File: src/inc/gpio_pad_consts.svh
/*
  Register addresses, field positions, writable masks and reset values for the
  three-port pad and data register block. Assumes byte addressing on a 32-bit bus.
*/
`ifndef GPIO_PAD_CONSTS_SVH
`define GPIO_PAD_CONSTS_SVH

`define P0_DAT_ADDR 32'hFFFFF420
`define P0_SET_ADDR 32'hFFFFF424
`define P0_CLR_ADDR 32'hFFFFF428
`define P0_PAR_ADDR 32'hFFFFF42C
`define P1_DAT_ADDR 32'hFFFFF430
`define P1_SET_ADDR 32'hFFFFF434
`define P1_CLR_ADDR 32'hFFFFF438
`define P1_PAR_ADDR 32'hFFFFF43C
`define P2_DAT_ADDR 32'hFFFFF440
`define P2_SET_ADDR 32'hFFFFF444
`define P2_CLR_ADDR 32'hFFFFF448
`define P2_PAR_ADDR 32'hFFFFF44C

`define DAT_DIR_LSB 24
`define DAT_OUT_LSB 16
`define DAT_RST_LSB 8
`define DAT_IN_LSB 0

`define PAR_PIN_STRIDE 4
`define PAR_PU_BIT 0
`define PAR_DRV_LSB 1

`define DRV_MED 2'h0
`define DRV_LOW 2'h1

`define P0_PAR_RST 32'h22220000
`define P1_PAR_RST 32'h22000022
`define P2_PAR_RST 32'h00000000

`define P0_PU_WR_MASK 8'hF9
`define P1_PU_WR_MASK 8'hFF
`define P2_PU_WR_MASK 8'h1C
`define P0_DRV_WR_MASK 8'hE0
`define P1_DRV_WR_MASK 8'hC0
`define P2_DRV_WR_MASK 8'h00

`define TAP_PIN_MASK_DEF 8'h0F

`endif

File: src/inc/gpio_pad_pkg.sv
/*
  Types for the pad and data register block: register kinds, decoded address,
  per-pin drive strength and the pad control bundle of one port.
  Assumes nothing beyond a SystemVerilog compiler.
*/
package gpio_pad_pkg;

  typedef enum logic [2:0] {REG_DAT, REG_SET, REG_CLR, REG_PAR, REG_NONE} reg_kind_e;

  typedef struct packed {
    logic hit;
    logic [1:0] port;
    reg_kind_e kind;
  } reg_sel_s;

  typedef struct packed {
    logic high;
    logic med;
    logic low;
  } strength_s;

  typedef struct packed {
    logic [7:0] oe;
    logic [7:0] out;
    logic [7:0] pull_en;
    strength_s [7:0] drive;
  } pad_s;

endpackage

File: src/hw/gpio_port_pad_and_data_regs.sv
/*
  Three 8-pin ports: direction/output/data, set, clear and pad parameter
  registers behind a classic Wishbone slave, plus registered pad controls.
  Assumes pin inputs synchronous to REF_CLK_I and byte addresses on ADR_I.
*/
// The Wishbone slave port is this design's own decision.
// Function
// [RULE1] pad word per pin n: pull-up disable at 4n, drive strength at 4n+2..4n+1
// [RULE2] drive code 00 medium, 01 low, 1x high
// [RULE3] only the first drive strength write after reset is taken
// [RULE4] port 0 drive fields of pins 0,3,4 read zero; pins 1,2 reserved
// [RULE5] port 1 drive fields of pins 0..5 read zero; all pull-ups writable
// [RULE6] port 2: only pull-ups of pins 2,3,4 writable, rest zero
// [RULE7] port 2 pin 0 analog keeps its pull-up on
// [RULE8] software writes the data register after changing pad parameters
// [RULE9] data bits 31..24 set direction, 1 is output
// [RULE10] data bits 23..16 hold output values
// [RULE11] data bits 15..8 show pin levels caught at reset
// [RULE12] data bits 7..0 show live pin levels
// [RULE13] set register ones in 23..16 set output bits
// [RULE14] set register zeros change nothing; other bits reserved
// [RULE15] set and clear registers are write-only, acting on outputs only
// [RULE16] clear register ones in 23..16 clear output bits
// [RULE17] test access port pins cannot be driven as general I/O
// [RULE18] reserved and fixed bits ignore writes and read fixed values
`include "gpio_pad_consts.svh"
`timescale 1ns/10ps
`default_nettype none

module gpio_port_pad_and_data_regs #(
  parameter logic [7:0] TAP_PIN_MASK = `TAP_PIN_MASK_DEF,
  parameter int PINS = 8
) (
  input wire logic REF_CLK_I,
  input wire logic RSTN_I,
  input wire logic CYC_I,
  input wire logic STB_I,
  input wire logic WE_I,
  input wire logic [31:0] ADR_I,
  input wire logic [3:0] SEL_I,
  input wire logic [31:0] DAT_I,
  output logic [31:0] DAT_O,
  output logic ACK_O,
  input wire logic [7:0] P0_PIN_I,
  input wire logic [7:0] P1_PIN_I,
  input wire logic [7:0] P2_PIN_I,
  input wire logic TAP_EN_I,
  input wire logic P2_PIN0_ANALOG_I,
  output var gpio_pad_pkg::pad_s P0_PAD_O,
  output var gpio_pad_pkg::pad_s P1_PAD_O,
  output var gpio_pad_pkg::pad_s P2_PAD_O
);

  if (PINS != 8) begin : g_chk
    $error("port width must be 8 pins");
  end

  function automatic logic [31:0] reg_addr(input logic [1:0] p, input logic [1:0] k);
    case ({p, k})
      4'h0: reg_addr = `P0_DAT_ADDR;
      4'h1: reg_addr = `P0_SET_ADDR;
      4'h2: reg_addr = `P0_CLR_ADDR;
      4'h3: reg_addr = `P0_PAR_ADDR;
      4'h4: reg_addr = `P1_DAT_ADDR;
      4'h5: reg_addr = `P1_SET_ADDR;
      4'h6: reg_addr = `P1_CLR_ADDR;
      4'h7: reg_addr = `P1_PAR_ADDR;
      4'h8: reg_addr = `P2_DAT_ADDR;
      4'h9: reg_addr = `P2_SET_ADDR;
      4'hA: reg_addr = `P2_CLR_ADDR;
      4'hB: reg_addr = `P2_PAR_ADDR;
      default: reg_addr = 32'h00000000;
    endcase
  endfunction

  function automatic gpio_pad_pkg::reg_sel_s decode(input logic [31:0] a);
    decode = '{hit: 1'b0, port: 2'h0, kind: gpio_pad_pkg::REG_NONE};
    for (int p = 0; p < 3; p++) begin
      for (int k = 0; k < 4; k++) begin
        if (a == reg_addr(2'(p), 2'(k))) begin
          decode.hit = 1'b1;
          decode.port = 2'(p);
          decode.kind = gpio_pad_pkg::reg_kind_e'(3'(k));
        end
      end
    end
  endfunction

  function automatic logic [7:0] pu_wr_mask(input logic [1:0] p);
    case (p)
      2'h0: pu_wr_mask = `P0_PU_WR_MASK;
      2'h1: pu_wr_mask = `P1_PU_WR_MASK;
      2'h2: pu_wr_mask = `P2_PU_WR_MASK;
      default: pu_wr_mask = 8'h00;
    endcase
  endfunction

  function automatic logic [7:0] drv_wr_mask(input logic [1:0] p);
    case (p)
      2'h0: drv_wr_mask = `P0_DRV_WR_MASK;
      2'h1: drv_wr_mask = `P1_DRV_WR_MASK;
      2'h2: drv_wr_mask = `P2_DRV_WR_MASK;
      default: drv_wr_mask = 8'h00;
    endcase
  endfunction

  function automatic logic [31:0] par_rst(input logic [1:0] p);
    case (p)
      2'h0: par_rst = `P0_PAR_RST;
      2'h1: par_rst = `P1_PAR_RST;
      default: par_rst = `P2_PAR_RST;
    endcase
  endfunction

  function automatic logic [15:0] spread(input logic [7:0] m);
    for (int i = 0; i < 8; i++) begin
      spread[2*i +: 2] = {2{m[i]}};
    end
  endfunction

  function automatic logic [7:0] get_pu(input logic [31:0] w);
    for (int i = 0; i < 8; i++) begin
      get_pu[i] = w[`PAR_PIN_STRIDE*i + `PAR_PU_BIT];
    end
  endfunction

  function automatic logic [15:0] get_drv(input logic [31:0] w);
    for (int i = 0; i < 8; i++) begin
      get_drv[2*i +: 2] = w[`PAR_PIN_STRIDE*i + `PAR_DRV_LSB +: 2];
    end
  endfunction

  // reserved bits stay zero
  function automatic logic [31:0] pack_par(input logic [7:0] pu, input logic [15:0] drv);
    pack_par = 32'h00000000;
    for (int i = 0; i < 8; i++) begin
      pack_par[`PAR_PIN_STRIDE*i + `PAR_PU_BIT] = pu[i]; // [RULE1] [RULE18]
      pack_par[`PAR_PIN_STRIDE*i + `PAR_DRV_LSB +: 2] = drv[2*i +: 2];
    end
  endfunction

  function automatic gpio_pad_pkg::strength_s drive_decode(input logic [1:0] c);
    drive_decode.high = c[1]; // [RULE2]
    drive_decode.med = (c == `DRV_MED);
    drive_decode.low = (c == `DRV_LOW);
  endfunction

  logic [7:0] pin_i [3];
  logic [7:0] dir_q [3];
  logic [7:0] out_q [3];
  logic [7:0] rst_lvl_q [3];
  logic [7:0] pu_q [3];
  logic [15:0] drv_q [3];
  logic [7:0] app_pu_q [3];
  logic [15:0] app_drv_q [3];
  logic [2:0] drv_locked_q;
  logic caught_q;
  logic ack_q;
  logic [31:0] rdat_q;
  gpio_pad_pkg::pad_s pad_q [3];
  gpio_pad_pkg::reg_sel_s sel;
  logic acc;
  logic wr;
  logic [31:0] bm;
  logic [31:0] wd;
  logic [7:0] wbyte_out;
  logic [31:0] rd_word;

  assign pin_i[0] = P0_PIN_I;
  assign pin_i[1] = P1_PIN_I;
  assign pin_i[2] = P2_PIN_I;
  assign sel = decode(ADR_I);
  assign acc = CYC_I & STB_I & ~ack_q;
  assign wr = acc & WE_I & sel.hit;
  assign bm = {{8{SEL_I[3]}}, {8{SEL_I[2]}}, {8{SEL_I[1]}}, {8{SEL_I[0]}}};
  assign wd = DAT_I & bm;
  assign wbyte_out = wd[`DAT_OUT_LSB +: 8];

  always_comb begin
    case (sel.kind)
      gpio_pad_pkg::REG_DAT: rd_word = {dir_q[sel.port], out_q[sel.port],
                                        rst_lvl_q[sel.port], pin_i[sel.port]}; // [RULE11] [RULE12]
      gpio_pad_pkg::REG_PAR: rd_word = pack_par(pu_q[sel.port], drv_q[sel.port]);
      default: rd_word = 32'h00000000; // [RULE15]
    endcase
  end

  // one-cycle answer; unmapped addresses still ack and read zero
  always_ff @(posedge REF_CLK_I or negedge RSTN_I) begin
    if (!RSTN_I) begin
      ack_q <= 1'b0;
      rdat_q <= 32'h00000000;
    end else begin
      ack_q <= acc;
      rdat_q <= (acc && !WE_I && sel.hit) ? rd_word : 32'h00000000;
    end
  end

  always_ff @(posedge REF_CLK_I or negedge RSTN_I) begin
    if (!RSTN_I) begin
      for (int p = 0; p < 3; p++) begin
        dir_q[p] <= 8'h00;
        out_q[p] <= 8'h00;
      end
    end else if (wr) begin
      for (int p = 0; p < 3; p++) begin
        if (sel.port == 2'(p)) begin
          case (sel.kind)
            gpio_pad_pkg::REG_DAT: begin
              dir_q[p] <= (dir_q[p] & ~bm[`DAT_DIR_LSB +: 8]) | wd[`DAT_DIR_LSB +: 8]; // [RULE9]
              out_q[p] <= (out_q[p] & ~bm[`DAT_OUT_LSB +: 8]) | wbyte_out; // [RULE10]
            end
            gpio_pad_pkg::REG_SET: out_q[p] <= out_q[p] | wbyte_out; // [RULE13] [RULE14]
            gpio_pad_pkg::REG_CLR: out_q[p] <= out_q[p] & ~wbyte_out; // [RULE16]
            default: out_q[p] <= out_q[p];
          endcase
        end
      end
    end
  end

  // fixed fields never take write data, so they keep their zero
  always_ff @(posedge REF_CLK_I or negedge RSTN_I) begin
    if (!RSTN_I) begin
      for (int p = 0; p < 3; p++) begin
        pu_q[p] <= get_pu(par_rst(2'(p))) & pu_wr_mask(2'(p));
        drv_q[p] <= get_drv(par_rst(2'(p))) & spread(drv_wr_mask(2'(p)));
      end
      drv_locked_q <= 3'h0;
    end else if (wr && sel.kind == gpio_pad_pkg::REG_PAR) begin
      for (int p = 0; p < 3; p++) begin
        if (sel.port == 2'(p)) begin
          pu_q[p] <= (pu_q[p] & ~(get_pu(bm) & pu_wr_mask(2'(p))))
                     | (get_pu(wd) & pu_wr_mask(2'(p))); // [RULE4] [RULE5] [RULE6] [RULE18]
          if (!drv_locked_q[p]) begin
            drv_q[p] <= (drv_q[p] & ~(get_drv(bm) & spread(drv_wr_mask(2'(p)))))
                        | (get_drv(wd) & spread(drv_wr_mask(2'(p)))); // [RULE4] [RULE5] [RULE6]
          end
          drv_locked_q[p] <= 1'b1; // [RULE3]
        end
      end
    end
  end

  // strap-style capture on the first edge after release
  always_ff @(posedge REF_CLK_I or negedge RSTN_I) begin
    if (!RSTN_I) begin
      caught_q <= 1'b0;
      for (int p = 0; p < 3; p++) begin
        rst_lvl_q[p] <= 8'h00;
      end
    end else if (!caught_q) begin
      caught_q <= 1'b1;
      for (int p = 0; p < 3; p++) begin
        rst_lvl_q[p] <= pin_i[p]; // [RULE11]
      end
    end
  end

  // pad settings reach the pins only on a data register write
  always_ff @(posedge REF_CLK_I or negedge RSTN_I) begin
    if (!RSTN_I) begin
      for (int p = 0; p < 3; p++) begin
        app_pu_q[p] <= get_pu(par_rst(2'(p))) & pu_wr_mask(2'(p));
        app_drv_q[p] <= get_drv(par_rst(2'(p))) & spread(drv_wr_mask(2'(p)));
      end
    end else if (wr && sel.kind == gpio_pad_pkg::REG_DAT) begin
      for (int p = 0; p < 3; p++) begin
        if (sel.port == 2'(p)) begin
          app_pu_q[p] <= pu_q[p]; // [RULE8]
          app_drv_q[p] <= drv_q[p];
        end
      end
    end
  end

  always_ff @(posedge REF_CLK_I or negedge RSTN_I) begin
    if (!RSTN_I) begin
      for (int p = 0; p < 3; p++) begin
        pad_q[p] <= '0;
      end
    end else begin
      for (int p = 0; p < 3; p++) begin
        pad_q[p].oe <= dir_q[p] & ((p == 0 && TAP_EN_I) ? ~TAP_PIN_MASK : 8'hFF); // [RULE9] [RULE17]
        pad_q[p].out <= out_q[p]; // [RULE10]
        pad_q[p].pull_en <= ~app_pu_q[p];
        for (int i = 0; i < 8; i++) begin
          pad_q[p].drive[i] <= drive_decode(app_drv_q[p][2*i +: 2]); // [RULE2]
        end
      end
      if (P2_PIN0_ANALOG_I) begin
        pad_q[2].pull_en[0] <= 1'b1; // [RULE7]
      end
    end
  end

  assign ACK_O = ack_q;
  assign DAT_O = rdat_q;
  assign P0_PAD_O = pad_q[0];
  assign P1_PAD_O = pad_q[1];
  assign P2_PAD_O = pad_q[2];
endmodule

`default_nettype wire

File: config.mk
export PLATFORM = sky130hd
export DESIGN_NAME = gpio_port_pad_and_data_regs
export DESIGN_NICKNAME = d
export VERILOG_FILES = /design/src/inc/gpio_pad_pkg.sv /design/src/hw/gpio_port_pad_and_data_regs.sv
export VERILOG_INCLUDE_DIRS = /design/src /design/src/inc
export SDC_FILE = /design/constraint.sdc
export NUM_CORES = 1
export LEC_CHECK = 0
export BUFFER_PORTS_ARGS = -buffer_cell sky130_fd_sc_hd__buf_2
export CORE_MARGIN = 2
export CORE_UTILIZATION = 56
export DETAILED_ROUTE_END_ITERATION = 16
export GPL_ROUTABILITY_DRIVEN = 1
export PLACE_DENSITY = 0.91
export SLEW_MARGIN = 10
export SYNTH_ARGS = -nofsm -noshare
export SYNTH_HDL_FRONTEND = slang
export SYNTH_SLANG_ARGS = --single-unit
File: constraint.sdc
create_clock -name REF_CLK_I -period 4.25 [get_ports REF_CLK_I]
set_clock_uncertainty 0.05 [all_clocks]
set_input_delay 0.425 -clock REF_CLK_I [delete_from_list [all_inputs] [get_ports REF_CLK_I]]
set_output_delay 0.425 -clock REF_CLK_I [all_outputs]
set_load 0.01 [all_outputs]
* Word level (Yosys, flattened, before mapping)
Index checks and enable logic that the tools add are counted.
** Storage, ports and cells
- Input bits :: 99
- Register bits after elaboration :: 397
- Output and inout port bits :: 177
- Word-level logic and storage cells :: 314
** Operators by class
- Bitwise operators :: 65
- Equal/unequal tests :: 41
- Magnitude comparators :: 1
- Reduce and logical (&&, ||, !) cells :: 47
- Mux-type cells :: 52
** Operators with widths (count)
- == test 32 bit, second input constant :: 12
- 2-to-1 mux 8 bit :: 25
- bitwise AND 8 bit :: 19
- bitwise AND 16 bit :: 9
- bitwise OR 8 bit :: 12
- binary-select mux 8 bit (select 2 bit) :: 5
- 2-to-1 mux 6 bit :: 12
- NOT 8 bit :: 9
- one-hot mux 8 bit (3 select lines) :: 3
- one-hot mux 32 bit (2 select lines) :: 1
- == test 2 x 1 -> 1 bit, second input constant :: 25
- logical NOT 2 bit :: 25
- NOT 16 bit :: 3
- bitwise OR 16 bit :: 3
- bitwise AND 32 bit :: 1
- binary-select mux 16 bit (select 2 bit) :: 1
- 2-to-1 mux 16 bit :: 2
- 2-to-1 mux 32 bit :: 1
- AND reduction 3 bit :: 9
- AND reduction 2 bit :: 6
- == test 3 x 2 -> 1 bit, second input constant :: 2
- bitwise AND 1 bit :: 4
- logical AND 1 bit :: 4
- 2-to-1 mux 4 bit :: 1
- other kinds (9) :: 12

* Longest topological paths before layout
Gate-level depths: netlist of the first run.
- Depth in word-level cells :: 20
- Mapped depth :: 9

* Worst setup path before layout of the first run
No wires, ideal clock.
- Path kind :: input port to flip-flop
- Start :: in ADR_I[0]
- End :: reg (tool-made name)
- Cell stages on the path :: 6
- Arrival time :: 2.300 ns
- Setup slack :: 1.775 ns
- Required time :: 4.075 ns
- Cells stage by stage :: nand4b_1 -> or4_4 -> buf_6 -> nor4_1 -> and3b_1 -> mux2_2
** RTL lines
- from (decl) :: RTL line gpio_port_pad_and_data_regs.sv:39 : input wire logic [31:0] ADR_I,

* Worst setup path after layout of the first run
- Start :: reg ack_q (netlist: ACK_O)
- End :: reg rdat_q[20] (netlist: DAT_O[20])
** On the way
- Longest elaborated chain between the ends :: 5
** Ends and longest elaborated chain
- from (decl) :: RTL line gpio_port_pad_and_data_regs.sv:158 : logic ack_q;
- from (signal assigned) :: RTL line gpio_port_pad_and_data_regs.sv:191 : ack_q <= 1'b0;
- from (signal assigned) :: RTL line gpio_port_pad_and_data_regs.sv:194 : ack_q <= acc;
- NOT 1 bit :: RTL line gpio_port_pad_and_data_regs.sv:173 : assign acc = CYC_I & STB_I & ~ack_q;
- bitwise AND 1 bit :: RTL line gpio_port_pad_and_data_regs.sv:173
- logical AND 1 bit (2 in a row) :: RTL line gpio_port_pad_and_data_regs.sv:195 : rdat_q <= (acc && !WE_I && sel.hit) ? rd_word : 32'h00000000;
- 2-to-1 mux 32 bit :: RTL line gpio_port_pad_and_data_regs.sv:195
- to (signal assigned) :: RTL line gpio_port_pad_and_data_regs.sv:195
- to (decl) :: RTL line gpio_port_pad_and_data_regs.sv:159 : logic [31:0] rdat_q;
No other way between the ends.
A chain may end at the register's enable or synchronous reset.

==> results.cfg, run 1 <==
[run_status]
status = finished, violations left
violations = hold timing

[die]
die_y_um = 135
boundaryPins = 276
core_region_area_mm2 = 0.0171
rows = 48
dieWidth_um = 135
fp.dieArea_mm2 = 0.0184
initial_utilization_pct = 56.5

[synth]
ys_ff_latch = 242
ys_top_cells_by_count = dfrtp_1, mux2_2, buf_4, nand2_1, o21ai_0
synth_edf_count = 0
yosysSeqAreaShare_pct = 62.7
synthArstFlopShare_pct = 100
yosys.cell_types.count = 55
synth_top_area_cell = dfrtp_1
synth_top_flop_cell = dfrtp_1
yosysWarnings = 0
synth.area.top_cells = dfrtp_1, mux2_2, buf_4
yosysMostFrequentCell = dfrtp_1
syn_inst = 754
avgSynthCellArea_um2 = 12.8
synth_top_cell_area_share_pct = 60.0
syn_area_mm2 = 0.00968

[sta]
period_share_pct = 70.4
whs_ns = -0.0152
finalMaxSlewViolations = 0
rsz0062_at_grt = false
setup_viol = 0
max_freq_mhz = 334
period_needed_ns = 2.99
setup_tns_ns = 0
worstMarginPinSlew_ns = 1.02
finalHoldViolCount = 7
max_slew_margin_pct = 31.8

[pwr]
ir_worst_vdd_v = 0.000336
total_power_w = 0.00457
p_per_area_mw_per_mm2 = 398
leakagePower_nw = 5.90

[setup_path]
arrival_ns = 3.39
r2r-start = ACK_O$_DFF_PN0_
path_depth = 5
critPathLaunch = ACK_O$_DFF_PN0_
max_stage_delay_ns = 0.79
r2r_cells = 5
start_kind = flop
end_kind = flop
critPathMaxFanout = 24
crit_type = flop to flop
cp-endpoint = DAT_O[20]$_DFF_PN0_
crit_buf_inv = 1
r2r_slack_ns = 1.26
cp_slowest_cell = nor3_1
crit_chain = nor3_1 > nand4_1 > buf_4 > a21oi_1 > a221o_1
cp.required_ns = 4.65
critPathTopFamily = simple AND/OR/NAND/NOR gates
r2r-end = DAT_O[20]$_DFF_PN0_

[detailed_routing]
vias = 6697
drtIter0Drc = 548
drt-pass1-iter-count = 5
drc = 0
via_per_inst = 5.57
routedWlPerCell_um = 19.5
drt_wl_total_um = 23400
detail-route-antenna-nets = 0

[clock_network]
cts_root_buf = clkbuf_16
clkLatencyLatePin_ns = 0.51
cts_hold_buf = 0
post-cts-setup-buffers = 0
cts_resized = 0
clock_path_buffers = 3
cts_tree = built
cts_buffers = 24
path_clk_slew_ns = 0.07
cts_sinks = 242
h-tree-depth = 1

[global_routing]
antenna_found_initial = 2
track_usage_pct = 25.4
grt_pass1_wl_um = 35900
grt_pass1_vias = 6785
grt_start_max_net_pins = 143
gr-total-overflow = 0

[flow_run]
cap_violations = 0

[place]
gp_congestion = 0.857
placed_area_mm2 = 0.0107
dp_hpwl_um = 16100
port_buffers = 224

[finish]
design_area_mm2 = 0.0115
drive_gt1_share_pct = 40.2
fin_util_pct = 67.1
fin_nets = 1058
syn2layout_area_growth_pct = 18.7

[worst_hold_path]
hp-class = input pin to asynchronous set/reset pin
==> worst register-to-register path, stage by stage (launching register included) <==
cell and delay (ns):
dfrtp_1 0.40, nor3_1 0.79, nand4_1 0.78, buf_4 0.49
a21oi_1 0.27, a221o_1 0.15
==> power by group <==
part / switching (W) / internal [W]
registers: 0.0000129 / 0.00233
logic: 0.000148 / 0.0000832
clock network: 0.000862 / 0.00114
total: 0.00102 / 0.00355
==> logic make-up after synthesis <==
group                  after synthesis  synth area share [%]
multiplexers                        96                  11.2
AND/OR/NAND/NOR                    166                  9.48
flip-flops                         242                  62.7
XOR/XNOR                             1                0.0905
other                                2                0.0776
AO/OA/AOI/OAI                      128                  9.19
buffers and inverters              119                  7.30
==> how the worst min path moves through the flow <==
stage / from / end / slack (ns) / cells past startpoint
after floorplan: RSTN_I / ACK_O$_DFF_PN0_ / 0.08 / 0
after global placement: flop / P0_PAD_O[46]$_DFF_PN0_ / 0.33 / 0
after detailed placement: out_q[5]$_DFFE_PN0P_ / P2_PAD_O[37]$_DFF_PN0_ / 0.33 / 0
after CTS: TAP_EN_I / P0_PAD_O[40]$_DFF_PN0_ / 0.04 / 2
after global routing: TAP_EN_I / P0_PAD_O[43]$_DFF_PN0_ / 0.05 / 2
final: RSTN_I / P0_PAD_O[41]$_DFF_PN0_ / -0.02 / 1
==> through the flow <==
| stage | std cells | worst slack, ns |
|---|---|---|
| after detailed placement | 1158 | 1.09 |
| after global placement | 1158 | 1.08 |
| after global routing | 1203 | 1.14 |
| final | 1203 | 1.26 |
| after CTS | 1202 | 1.40 |
| after floorplan | 791 | 1.77 |
==> routing by layer <==
| metal | global-route usage, % | wire length (µm) | vias up |
|---|---|---|---|
| met2 | 43.3 | 11700 | 359 |
| met4 | 7.70 | 517 | 2 |
| met3 | 6.14 | 2100 | 48 |
| li1 | - | - | 2966 |
| met5 | 0 | 13 | - |
| met1 | 32.6 | 9060 | 3322 |
==> cells in the final DEF (no fill, tap or decap), types with 5 or more instances in the layout <==
cell type / count
or4_1: 5
nand4_1: 8
inv_1: 25
o21ai_0: 31
buf_4: 11
nand2_1: 56
buf_2: 223
conb_1: 39
mux2_2: 95
a22o_1: 24
clkbuf_1: 7
clkbuf_16: 25
a22oi_1: 29
a21oi_1: 12
o21ai_1: 11
dfrtp_1: 232
nor2b_1: 10
nand3_1: 13
dfstp_2: 10
nor2_1: 29
a221o_1: 8
nor4_1: 12
==> layout make-up <==
type | count | area (µm²)
Timing Repair Buffer | 236 | 1230
Antenna cell | 1 | 2.50
Clock buffer | 35 | 693
Tap cell | 225 | 282
Fill cell | 1244 | 5630
Clock inverter | 9 | 58.8
Multi-Input combinational cell | 430 | 3050
Sequential cell | 242 | 6070
Inverter | 25 | 93.8
Note: power is estimated with default switching activity, not from simulation.
==> run 2: changes to the inputs <==
--- a/config.mk
+++ b/config.mk
@@ -6,12 +6,13 @@
 export SDC_FILE = /design/constraint.sdc
 export NUM_CORES = 1
 export LEC_CHECK = 0
+export ABC_AREA = 1
 export BUFFER_PORTS_ARGS = -buffer_cell sky130_fd_sc_hd__buf_2
 export CORE_MARGIN = 2
-export CORE_UTILIZATION = 56
+export CORE_UTILIZATION = 48
 export DETAILED_ROUTE_END_ITERATION = 16
 export GPL_ROUTABILITY_DRIVEN = 1
-export PLACE_DENSITY = 0.91
+export PLACE_DENSITY = 0.83
 export SLEW_MARGIN = 10
 export SYNTH_ARGS = -nofsm -noshare
 export SYNTH_HDL_FRONTEND = slang
==> constraint.sdc (replaced) <==
create_clock -name REF_CLK_I -period 2.5 [get_ports REF_CLK_I]
set_clock_uncertainty 0.05 [all_clocks]
set_input_delay 0.25 -clock REF_CLK_I [delete_from_list [all_inputs] [get_ports REF_CLK_I]]
set_output_delay 0.25 -clock REF_CLK_I [all_outputs]
set_load 0.01 [all_outputs]
==> run 2 against run 1 <==
The run now ends clean; sequential power is 70% higher; utilization down 6.6 points; critical path type is now input pin to flop; non-clock buffer count is 55 higher; register-to-register slack worse by 0.88 ns; first-iteration DRC count rose by 16%; total power is 79% higher; cell area is 11% higher; final cell count grew 37%; via count increased by 26%; area after synthesis up 6.6%; largest cell class unchanged.
==> results.cfg, run 2 <==
[finish]
final_cell_mix = dfrtp_1, nand2_1, buf_2
drive_gt1_share_pct = 26.5
fin_nets = 1453
mostFrequentLayoutCell = dfrtp_1
fillers = 1741
design_area_mm2 = 0.0128
syn2layout_area_growth_pct = 23.7
instances_no_fill = 1649

[detailed_routing]
via_per_inst = 5.11
detail-route-antenna-nets = 0
vias = 8430
drc = 0
drt_wl_total_um = 27200
routedWlPerCell_um = 16.5
drtIter0Drc = 638
drt-pass1-iter-count = 5

[setup_path]
cp_slowest_cell = dlygate4sd3_1
arrival_ns = 2.54
max_stage_delay_ns = 0.57
r2r-start = ACK_O$_DFF_PN0_
end_kind = flop
critPathMaxFanout = 18
critPathLaunch = ADR_I[9]
crit_chain = buf_2 > inv_1 > nand2_1 > nor2_1 > nand2_1 > nor2_2 > nand3_2 > inv_1 > nand2_1 > nand3_4 > nand2_8 > nor2_2 > buf_4 > nand3_1 > dlygate4sd3_1 > nand2_1
cp.required_ns = 2.90
start_kind = input pin
r2r_slack_ns = 0.38
path_common_cell = nand2_1
r2r_cells = 7
crit_type = input pin to flop

[synth]
yosysMostFrequentCell = dfrtp_1
synth.area.top_cells = dfrtp_1, nand2_1, buf_4
yosysSeqAreaShare_pct = 58.8
ys_ff_latch = 242
syn_inst = 1095
synthArstFlopShare_pct = 100
synth_top_flop_cell = dfrtp_1
yosys.cell_types.count = 33
avgSynthCellArea_um2 = 9.42
synth_top_cell_area_share_pct = 56.3
yosysWarnings = 0
synth_edf_count = 0
synth_top_area_cell = dfrtp_1
ys_top_cells_by_count = dfrtp_1, nand2_1, nor2_1, inv_1, buf_4
syn_area_mm2 = 0.0103

[pwr]
p_per_area_mw_per_mm2 = 641
ir_worst_vdd_v = 0.000494
leakagePower_nw = 6.63
total_power_w = 0.00818

[sta]
max_slew_margin_pct = 48.2
max_freq_mhz = 467
period_share_pct = 85.6
setup_viol = 0
finalHoldViolCount = 0
period_needed_ns = 2.14
setup_tns_ns = 0
rsz0062_at_grt = false
worstMarginPinSlew_ns = 0.774
whs_ns = 0.0132
finalMaxSlewViolations = 0

[flow_run]
cap_violations = 0

[clock_network]
cts_sinks = 242
post-cts-setup-buffers = 0
path_clk_slew_ns = 0.06
h-tree-depth = 1
clock_path_buffers = 3
clkLatencyLatePin_ns = 0.51
cts_buffers = 25
cts_tree = built
cts_root_buf = clkbuf_16

[place]
dp_hpwl_um = 18200
port_buffers = 224
gp_congestion = 0.925
placed_area_mm2 = 0.0115
dp.cells = 1559

[die]
core_region_area_mm2 = 0.0211
die_y_um = 151
fp.dieArea_mm2 = 0.0227
dieWidth_um = 151
boundaryPins = 276
initial_utilization_pct = 48.9
rows = 53

[global_routing]
grt_pass1_wl_um = 42100
antenna_found_initial = 2
grt_pass1_vias = 8350
gr-total-overflow = 0
grt_start_max_net_pins = 70
track_usage_pct = 23.8

[run_status]
status = finished, final reports clean

[worst_hold_path]
hp-class = input pin to flop
hp-start = DAT_I[20]
hold_depth = 3
==> run 2: changes by cell type after synthesis, moves of 11 or more <==
cell	before	now
o21ai_1	11	32
inv_1	25	115
nand2_2	0	11
nor4_1	12	0
nand3_1	13	52
mux2_2	95	6
a22o_1	24	0
nor2_4	0	15
a21oi_1	12	50
o22ai_1	3	18
nor2_1	30	117
o21ai_0	31	55
a22oi_1	29	11
nand2_1	56	224
==> run 2: critical path: cells and delay by family <==
kind,cells,cell delay (ns)
buffers and inverters,5,0.96
and+or+nand+nor,11,1.30
==> run 2: how the worst max path moves through the flow <==
stage               slack, ns                  end
CTS                      0.36                 flop
global route             0.11                 flop
floorplan                0.61  DAT_O[18]$_DFF_PN0_
detailed placement       0.04                 flop
global placement         0.14                 flop
finish                   0.36                 flop
==> run 2: cells by family (layout without fill, tap and decap cells) <==
logic type,Yosys count,in the layout,share of synthesized area (%)
AND/OR/NAND/NOR,454,454,20.5
flip-flops,242,242,58.8
buffers and inverters,224,464,11.2
AO/OA/AOI/OAI,167,167,8.74
multiplexers,6,6,0.655
other,2,41,0.0728
==> run 2: where the power goes <==
part           switching (W)  leakage, nW  internal (W)
registers          0.0000268         3.04       0.00396
clock network        0.00151        0.414       0.00226
logic               0.000266         3.18      0.000159
total                0.00180         6.63       0.00638
==> run 2: repair_timing <==
action	4_1_cts	5_1_grt
gates resized for setup	0	0
hold buffers	43	0
hold endpoints to repair	112	0
==> run 2: area by class of cell <==
type / count / area (µm²) / share of cell area [%]
clock buffers: 37 / 741 / 5.80
clock inverters: 8 / 100 / 0.784
repair buffers: 291 / 1790 / 14.0
inverters: 128 / 483 / 3.78
well taps: 275 / 344 / 2.70
multi-input cells: 666 / 3230 / 25.3
flip-flops and latches: 242 / 6070 / 47.5
diodes: 2 / 5.00 / 0.0392
==> run 2: routing by layer <==
layer  vias to the layer above  global-route usage (%)  routed length (µm)
met1                      3999                    30.8               10800
met4                         0                    10.4                 993
met3                        86                    4.61                2290
met2                       456                    39.0               13200
met5                         -                       0                   0
li1                       3889                       -                   -
==> run 2: metrics by stage <==
step | utilization [%] | worst slack (ns)
detailed placement | 54.5 | 0.0399
global placement | 54.5 | 0.143
global route | 60.5 | 0.107
floorplan | - | 0.609
finish | 60.5 | 0.360
CTS | 60.5 | 0.362
